$ cat src/pic_host_pkg.sv
// Purpose: Shared constants and types for the interrupt controller host
// Assumes: core_clk at 25 MHz, Avalon-MM byte addresses, 32-bit data
// Notes:   Device pin timing figures are in ns, cycles derived here
package pic_host_pkg;

    localparam int CLK_NS     = 40;
    localparam int SETUP_NS   = 40;
    localparam int STROBE_NS  = 200;
    localparam int RECOVER_NS = 200;

    localparam logic [3:0] SETUP_CYC   = 4'((SETUP_NS + CLK_NS - 1) / CLK_NS);
    localparam logic [3:0] STROBE_CYC  = 4'((STROBE_NS + CLK_NS - 1) / CLK_NS);
    localparam logic [3:0] RECOVER_CYC = 4'((RECOVER_NS + CLK_NS - 1) / CLK_NS);

    // Register byte offsets
    localparam logic [4:0] CMD_OFS    = 5'h00;
    localparam logic [4:0] WDATA_OFS  = 5'h04;
    localparam logic [4:0] STATUS_OFS = 5'h08;
    localparam logic [4:0] RDATA_OFS  = 5'h0C;
    localparam logic [4:0] VECTOR_OFS = 5'h10;
    localparam logic [4:0] CONFIG_OFS = 5'h14;

    // Field positions
    localparam int CMD_RS_BIT     = 8;
    localparam int ST_BUSY_BIT    = 0;
    localparam int ST_IRQ_BIT     = 1;
    localparam int ST_BADOP_BIT   = 2;
    localparam int ST_DONE_BIT    = 3;
    localparam int CFG_AUTO_BIT   = 2;

    // Reset values
    localparam logic [1:0] PULSES_RST = 2'h3;
    localparam logic       AUTO_RST   = 1'b0;
    localparam logic [7:0] WDATA_RST  = 8'h00;

    // First vector byte expected in 8-bit host format
    localparam logic [7:0] CALL_OPCODE = 8'b1100_1101;

    typedef enum logic [1:0] {
        OP_NONE  = 2'b00,
        OP_WRITE = 2'b01,
        OP_READ  = 2'b10,
        OP_ACK   = 2'b11
    } op_t;

    typedef enum logic [2:0] {
        ST_IDLE    = 3'b000,
        ST_SETUP   = 3'b001,
        ST_STROBE  = 3'b010,
        ST_RECOVER = 3'b011,
        ST_ACK_LO  = 3'b100,
        ST_ACK_GAP = 3'b101
    } state_t;

    // Pins driven toward the device
    typedef struct packed {
        logic       select_n;
        logic       read_n;
        logic       write_n;
        logic       register_select;
        logic       acknowledge_pulse_n;
        logic       data_oe;
        logic [7:0] data_out;
    } dev_pins_t;

    localparam dev_pins_t PINS_RST = '{1'b1, 1'b1, 1'b1, 1'b0, 1'b1, 1'b0, 8'h00};

endpackage

$ cat src/pic_host.sv
// Purpose: Host controller driving a priority interrupt controller's pins
// Assumes: Software orders transfers over Avalon-MM; device needs no clock
// Notes:   Chain lines and master-select pin stay between devices
//
// How it works
// - Reads and writes happen only while device select is held low.
// - Edge requests rise low-to-high and stay high until acknowledged.
// - Host sends acknowledge pulses; device returns vector bytes on them.
// - Host drives register select from bit 8 of the command word.
//
// Local design decisions: the Avalon-MM slave port and the address map.
`timescale 1ns/1ps
module pic_host
    import pic_host_pkg::*;
(
    input  wire logic        core_clk,
    input  wire logic        rst,
    input  wire logic [4:0]  address,
    input  wire logic        read,
    input  wire logic        write,
    input  wire logic [31:0] writedata,
    input  wire logic [3:0]  byteenable,
    output logic      [31:0] readdata,
    output logic             waitrequest,
    output dev_pins_t        dev_out,
    input  wire logic [7:0]  data_in,
    input  wire logic        irq_in
);

    // Synchronised device inputs
    logic [8:0] sync_q;
    logic [7:0] data_s;
    logic       irq_s;

    pin_sync #(.W(9)) u_sync (
        .core_clk (core_clk),
        .rst      (rst),
        .d        ({irq_in, data_in}),
        .q        (sync_q)
    );
    assign data_s = sync_q[7:0];
    assign irq_s  = sync_q[8];

    // Bus slave group
    logic        resp_ff;
    logic        nxt_resp;
    logic [31:0] readdata_ff;
    logic [31:0] nxt_readdata;

    // Core group
    state_t      state_ff;
    state_t      nxt_state;
    op_t         op_ff;
    op_t         nxt_op;
    logic [3:0]  cnt_ff;
    logic [3:0]  nxt_cnt;
    logic [1:0]  idx_ff;
    logic [1:0]  nxt_idx;
    dev_pins_t   pins_ff;
    dev_pins_t   nxt_pins;
    logic [7:0]  wdata_ff;
    logic [7:0]  nxt_wdata;
    logic [7:0]  rdata_ff;
    logic [7:0]  nxt_rdata;
    logic [23:0] vector_ff;
    logic [23:0] nxt_vector;
    logic [1:0]  pulses_ff;
    logic [1:0]  nxt_pulses;
    logic        auto_ff;
    logic        nxt_auto;
    logic        badop_ff;
    logic        nxt_badop;
    logic        done_ff;
    logic        nxt_done;

    logic        wr_take;
    logic        cmd_go;
    logic [31:0] wmask;
    logic        busy;

    assign wr_take = write & resp_ff;
    assign cmd_go  = wr_take & (address == CMD_OFS) & byteenable[0]
                     & (op_t'(writedata[1:0]) != OP_NONE);
    assign wmask   = {{8{byteenable[3]}}, {8{byteenable[2]}},
                      {8{byteenable[1]}}, {8{byteenable[0]}}};
    assign busy    = (state_ff != ST_IDLE);

    assign waitrequest = (read | write) & ~resp_ff;
    assign readdata    = readdata_ff;
    assign dev_out     = pins_ff;

    // Bus answer one cycle after request
    always_comb begin
        nxt_resp     = (read | write) & ~resp_ff;
        nxt_readdata = readdata_ff;
        if (read & ~resp_ff) begin
            case (address)
                STATUS_OFS: nxt_readdata = {28'h000_0000, done_ff, badop_ff,
                                            irq_s, busy};
                WDATA_OFS:  nxt_readdata = {24'h00_0000, wdata_ff};
                RDATA_OFS:  nxt_readdata = {24'h00_0000, rdata_ff};
                VECTOR_OFS: nxt_readdata = {8'h00, vector_ff};
                CONFIG_OFS: nxt_readdata = {29'h0000_0000, auto_ff, pulses_ff};
                default:    nxt_readdata = 32'h0000_0000;
            endcase
        end
    end

    always_ff @(posedge core_clk or posedge rst) begin
        if (rst) begin
            resp_ff     <= 1'b0;
            readdata_ff <= 32'h0000_0000;
        end else begin
            resp_ff     <= nxt_resp;
            readdata_ff <= nxt_readdata;
        end
    end

    // Device sequencer
    always_comb begin
        nxt_state  = state_ff;
        nxt_op     = op_ff;
        nxt_cnt    = cnt_ff - 4'h1;
        nxt_idx    = idx_ff;
        nxt_pins   = pins_ff;
        nxt_wdata  = wdata_ff;
        nxt_rdata  = rdata_ff;
        nxt_vector = vector_ff;
        nxt_pulses = pulses_ff;
        nxt_auto   = auto_ff;
        nxt_badop  = badop_ff;
        nxt_done   = done_ff;

        if (wr_take && address == WDATA_OFS) begin
            nxt_wdata = (wdata_ff & ~wmask[7:0]) | (writedata[7:0] & wmask[7:0]);
        end
        if (wr_take && address == CONFIG_OFS && byteenable[0]) begin
            nxt_pulses = writedata[1:0];
            nxt_auto   = writedata[CFG_AUTO_BIT];
        end
        if (wr_take && address == STATUS_OFS && byteenable[0]) begin
            nxt_badop = badop_ff & ~writedata[ST_BADOP_BIT];
            nxt_done  = done_ff & ~writedata[ST_DONE_BIT];
        end

        case (state_ff)
            ST_IDLE: begin
                nxt_cnt = cnt_ff;
                if (cmd_go && op_t'(writedata[1:0]) != OP_ACK) begin
                    nxt_op                   = op_t'(writedata[1:0]);
                    nxt_state                = ST_SETUP;
                    nxt_cnt                  = SETUP_CYC;
                    nxt_pins.select_n        = 1'b0;
                    nxt_pins.register_select = writedata[CMD_RS_BIT];
                    nxt_pins.data_oe         = (op_t'(writedata[1:0]) == OP_WRITE);
                    nxt_pins.data_out        = wdata_ff;
                end else if (cmd_go || (auto_ff && irq_s)) begin
                    nxt_op                       = OP_ACK;
                    nxt_state                    = ST_ACK_LO;
                    nxt_cnt                      = STROBE_CYC;
                    nxt_idx                      = 2'h0;
                    nxt_pins.acknowledge_pulse_n = 1'b0;
                end
            end
            ST_SETUP: begin
                if (cnt_ff == 4'h1) begin
                    nxt_state = ST_STROBE;
                    nxt_cnt   = STROBE_CYC;
                    if (op_ff == OP_WRITE) begin
                        nxt_pins.write_n = 1'b0;
                    end else begin
                        nxt_pins.read_n  = 1'b0;
                    end
                end
            end
            ST_STROBE: begin
                if (cnt_ff == 4'h1) begin
                    nxt_state        = ST_RECOVER;
                    nxt_cnt          = RECOVER_CYC;
                    nxt_pins.write_n = 1'b1;
                    nxt_pins.read_n  = 1'b1;
                    if (op_ff == OP_READ) begin
                        nxt_rdata = data_s;
                    end
                end
            end
            ST_RECOVER: begin
                if (cnt_ff == RECOVER_CYC) begin
                    nxt_pins.select_n = 1'b1;
                    nxt_pins.data_oe  = 1'b0;
                end
                if (cnt_ff == 4'h1) begin
                    nxt_state = ST_IDLE;
                    nxt_done  = 1'b1;
                end
            end
            ST_ACK_LO: begin
                if (cnt_ff == 4'h1) begin
                    nxt_state                    = ST_ACK_GAP;
                    nxt_cnt                      = RECOVER_CYC;
                    nxt_pins.acknowledge_pulse_n = 1'b1;
                    nxt_vector[idx_ff*8 +: 8]    = data_s;
                    if (idx_ff == 2'h0 && pulses_ff == PULSES_RST
                        && data_s != CALL_OPCODE) begin
                        nxt_badop = 1'b1;
                    end
                end
            end
            ST_ACK_GAP: begin
                if (cnt_ff == 4'h1) begin
                    if ((idx_ff + 2'h1) < pulses_ff) begin
                        nxt_idx                      = idx_ff + 2'h1;
                        nxt_state                    = ST_ACK_LO;
                        nxt_cnt                      = STROBE_CYC;
                        nxt_pins.acknowledge_pulse_n = 1'b0;
                    end else begin
                        nxt_state = ST_IDLE;
                        nxt_done  = 1'b1;
                    end
                end
            end
            default: begin
                nxt_state = ST_IDLE;
                nxt_pins  = PINS_RST;
            end
        endcase
    end

    always_ff @(posedge core_clk or posedge rst) begin
        if (rst) begin
            state_ff  <= ST_IDLE;
            op_ff     <= OP_NONE;
            cnt_ff    <= 4'h0;
            idx_ff    <= 2'h0;
            pins_ff   <= PINS_RST;
            wdata_ff  <= WDATA_RST;
            rdata_ff  <= 8'h00;
            vector_ff <= 24'h00_0000;
            pulses_ff <= PULSES_RST;
            auto_ff   <= AUTO_RST;
            badop_ff  <= 1'b0;
            done_ff   <= 1'b0;
        end else begin
            state_ff  <= nxt_state;
            op_ff     <= nxt_op;
            cnt_ff    <= nxt_cnt;
            idx_ff    <= nxt_idx;
            pins_ff   <= nxt_pins;
            wdata_ff  <= nxt_wdata;
            rdata_ff  <= nxt_rdata;
            vector_ff <= nxt_vector;
            pulses_ff <= nxt_pulses;
            auto_ff   <= nxt_auto;
            badop_ff  <= nxt_badop;
            done_ff   <= nxt_done;
        end
    end
endmodule // pic_host

$ cat src/pin_sync.sv
// Purpose: Two-flop synchroniser for asynchronous device pins
// Assumes: Each bit is independent
// Notes:   First stage feeds only the second stage
`timescale 1ns/1ps
module pin_sync #(
    parameter int W = 1
) (
    input  wire logic         core_clk,
    input  wire logic         rst,
    input  wire logic [W-1:0] d,
    output logic      [W-1:0] q
);
    genvar i;
    generate
        for (i = 0; i < W; i++) begin : g_bit
            logic meta_ff;
            logic sync_ff;
            always_ff @(posedge core_clk or posedge rst) begin
                if (rst) begin
                    meta_ff <= 1'b0;
                    sync_ff <= 1'b0;
                end else begin
                    meta_ff <= d[i];
                    sync_ff <= meta_ff;
                end
            end
            assign q[i] = sync_ff;
        end
    endgenerate
endmodule // pin_sync

$ cat config.mk
export PLATFORM = sky130hd
export DESIGN_NAME = pic_host
export DESIGN_NICKNAME = d
export VERILOG_FILES = /design/src/pic_host_pkg.sv /design/src/pic_host.sv /design/src/pin_sync.sv
export SDC_FILE = /design/constraint.sdc
export NUM_CORES = 1
export LEC_CHECK = 0
export ABC_AREA = 1
export ABC_CLOCK_PERIOD_IN_PS = 8800
export BUFFER_PORTS_ARGS = -buffer_cell sky130_fd_sc_hd__buf_2
export CELL_PAD_IN_SITES_DETAIL_PLACEMENT = 0
export CELL_PAD_IN_SITES_GLOBAL_PLACEMENT = 1
export CORE_MARGIN = 4
export CORE_UTILIZATION = 45
export CTS_CLUSTER_SIZE = 30
export DETAILED_ROUTE_END_ITERATION = 12
export PLACE_DENSITY_LB_ADDON = 0.1
export SETUP_SLACK_MARGIN = 0.02
export SLEW_MARGIN = 25
export SYNTH_ARGS = -nofsm -noshare
export SYNTH_HDL_FRONTEND = slang
export SYNTH_SLANG_ARGS = --single-unit
export TNS_END_PERCENT = 1
$ cat constraint.sdc
create_clock -name core_clk -period 8.8 [get_ports core_clk]
set_input_delay 2.64 -clock core_clk [delete_from_list [all_inputs] [get_ports core_clk]]
set_output_delay 2.64 -clock core_clk [all_outputs]
set_load 0.05 [all_outputs]
==> results.tsv <==
stage	metric	value	unit
grt	number of global-route vias before repair	3911	
placed_design	IO buf count	66	
cts	clock slew at reported path FFs	0.05	ns
synthesis	top_reg_cell synth	dfrtp_1	
setup_path	data arrival time of the critical path	3.16	ns
synthesis	#FFs+latches synth	113	
synthesis	Yosys warnings	0	
setup_path	CP cell instances	buf_2 > nor2_1 > nor2_1 > buf_2	
synthesis	top cells by area, synth	dfrtp_1, nand2_1, inv_1	
grt	Tot GR Track Use	19.0	%
setup_path	Critical Path Max Stage Delay	0.28	ns
cts	CTS Root Cell	clkbuf_16	
setup_path	Buf/Inv on CP	2	
synthesis	Simple-Gate Fraction of Synth Area	26.0	%
cts	CTS hold repair buffers	0	
cts	setup bufs post-CTS	0	
grt	largest net degree at the start of global routing	62	
timing	# setup viols final	0	
setup_path	CP max FO	2	
route	drt drc	0	
final_layout	P&R area growth vs syn	17.8	%
power_and_ir_drop	Flop pwr share	36.0	%
timing	setup_tns	0	ns
route	routed len/inst	14.2	um
power_and_ir_drop	sw frac	36.3	%
placed_design	GPL Wtd Cong	0.869	
die	Starting Density	46.1	%
die	Rows	39	
power_and_ir_drop	combinational power share	28.8	%
route	final WL	11.7	mm
timing	period utilisation layout	65.9	%
placed_design	DP HPWL	8.46	mm
die	core area	0.0114	sq mm
route	Iteration-0 DRC Markers	277	
timing	Clock Skew	0.00955	ns
final_layout	Ant. Diodes	0	
synthesis	most frequent cell after synthesis	nand2_1	
timing	unrepaired setup endpoints after global routing	false	
die	Chip Height	116	um
power_and_ir_drop	PwrDens	295	mW/mm^2
route	drt first pass iters	4	
final_layout	nets	731	
status	status	finished clean	
synthesis	number of synthesized flops with an enable pin	0	
timing	Slew @ Worst Pin	0.783	ns
synthesis	Cell Area, Synth	0.00527	sq mm
setup_path	Max stage delay cell, worst path	buf_2	
timing	Slew HR	47.8	%
timing	minimum clock period	5.80	ns
power_and_ir_drop	leakage	3.11	nW
power_and_ir_drop	IR drop worst, VDD	0.221	mV
route	Via-to-Cell Ratio	4.92	
final_layout	Final Util	54.3	%
final_layout	layout cells sized above 1	20.0	%
timing	Slew Limit Fails	0	
synthesis	multiplexer share of the synthesized area	0	%
synthesis	asr flop ratio synth	100	%
grt	first-pass GRT wire length	19.6	mm
grt	initial antenna violation count	0	
flow_run	number of max-cap violations	0	
timing	final hold viol count	0	
cts	CTS H-Tree Depth	4	
route	DR vias	4057	
synthesis	cell count after synthesis	601	
synthesis	XOR/XNOR share of the synthesized area	0	%
power_and_ir_drop	Internal	1.16	mW
die	die area	0.0135	sq mm
cts	# clock sinks	113	
cts	TritonCTS clock tree	done	
synthesis	post-synth top area share	50.8	%
grt	grt total ovfl	0	
setup_path	WS Path Type	input port to primary output	
placed_design	Post-Place Cell Area	0.00565	sq mm
power_and_ir_drop	Switch Pwr	664	uW
synthesis	syn_area_per_cell	8.77	sq um
synthesis	main combinational cell family by area after synthesis	simple AND/OR/NAND/NOR gates	
route	Antenna Nets Post-Route	0	
final_layout	design area	0.00620	sq mm
timing	Peak Freq	172	MHz
setup_path	CP top delay family	buffers and inverters	
synthesis	leading area contributor after synthesis	dfrtp_1	
setup_path	Crit. End Element	primary output	
worst_hold_path	Hold Path Class	register to register	
cts	clk_lat worst skew	0.41	ns
setup_path	crit path launch type	input port	
synthesis	adder-cell share of the synthesized area	1.66	%
synthesis	register area share after synthesis	53.8	%
synthesis	commonest cells in the netlist	nand2_1, dfrtp_1, inv_1	
cts	cts bufs inserted	17	
final_layout	Fillers	1106	
setup_path	Crit path required time	6.16	ns
power_and_ir_drop	Clock power frac	35.2	%
die	I/O pins	101	
die	DIE WIDTH	116	um
synthesis	Synth Area in Compound Gates	9.69	%
synthesis	Netlist cell types	33	
cts	largest buffer count on any clock path	2	
cts	post-cts sizing count	0	
registers in the layout (all words and copies together), names as in the netlist, 2 cells and up, named ones only:
name	cells
readdata	24
rdata_ff	8
vector_ff	24
u_sync.g_bit.sync_ff	9
idx_ff	2
dev_out	14
u_sync.g_bit.meta_ff	9
pulses_ff	2
state_ff	3
op_ff	2
cnt_ff	4
placed cells by master (no fill, tap or decap), types with 2 or more instances in the layout:
cell type  instances
a21oi_1           14
buf_2             66
clkbuf_1           2
clkbuf_16         17
clkbuf_8           5
clkinv_2           5
conb_1             8
dfrtp_1          107
dfstp_2            6
ha_1               7
inv_1             65
inv_2              9
inv_4              3
nand2_1          161
nand2_2            6
nand3_1           28
nand3_4            3
nand4_1           23
nand4_4            2
nor2_1            39
nor2_4             7
nor3_1            12
o211ai_1           2
o21ai_0           44
o21ai_1           14
o31ai_1           17
cell type report:
class / instances / area, sq um / share of cell area [%]
sequential: 113 / 2840 / 45.7
multi-input combinational: 394 / 2000 / 32.2
clock buffer: 24 / 502 / 8.09
timing repair buffer: 67 / 338 / 5.44
inverter: 77 / 297 / 4.78
tap: 143 / 179 / 2.88
clock inverter: 6 / 55.1 / 0.887
power by group through the flow:
stage               combinational [mW]  sequential [mW]  clock (mW)
CTS                              0.531            0.658       0.657
finish                           0.527            0.658       0.643
detailed placement               0.526            0.666           0
global route                     0.603            0.669       0.681
global placement                 0.519            0.664           0
floorplan                        0.398            0.683           0
cell families after synthesis:
family                   Yosys count
AND/OR/NAND/NOR                  287
other                              1
flip-flops                       113
buffers and inverters            101
AO/OA/AOI/OAI                     92
adder cells (fa/ha/maj)            7
through the flow:
step | power, mW | cells | hold WS, ns | setup WS (ns)
2_1_floorplan | 1.08 | 608 | 0.331 | 2.82
3_5_place_dp | 1.19 | 794 | 0.336 | 3.00
6_report | 1.83 | 824 | 0.344 | 3.00
4_1_cts | 1.85 | 824 | 0.348 | 2.99
5_1_grt | 1.95 | 824 | 0.348 | 2.94
3_3_place_gp | 1.18 | 794 | 0.337 | 3.02
per-layer routing:
layer	track usage, %	routed length [um]
met5	0	0
met2	28.8	5320
met1	26.2	5650
met3	5.44	611
met4	7.04	136
worst paths after layout:
| check | startpoint | to | slack (ns) | cells after the start |
|---|---|---|---|---|
| max | read | waitrequest | 3.00 | 4 |
| min | u_sync.g_bit[6].meta_ff | u_sync.g_bit[6].sync_ff | 0.34 | 0 |
| max reg2reg | idx_ff[0] | idx_ff[0] | 6.30 | 11 |
| min reg2reg | u_sync.g_bit[6].meta_ff | u_sync.g_bit[6].sync_ff | 0.34 | 0 |
| max in group asynchronous | rst | dev_out[2] | 5.26 | 3 |
| min in group asynchronous | rst | readdata[10] | 2.32 | 2 |
No activity file was read; power rests on OpenSTA's default activity.
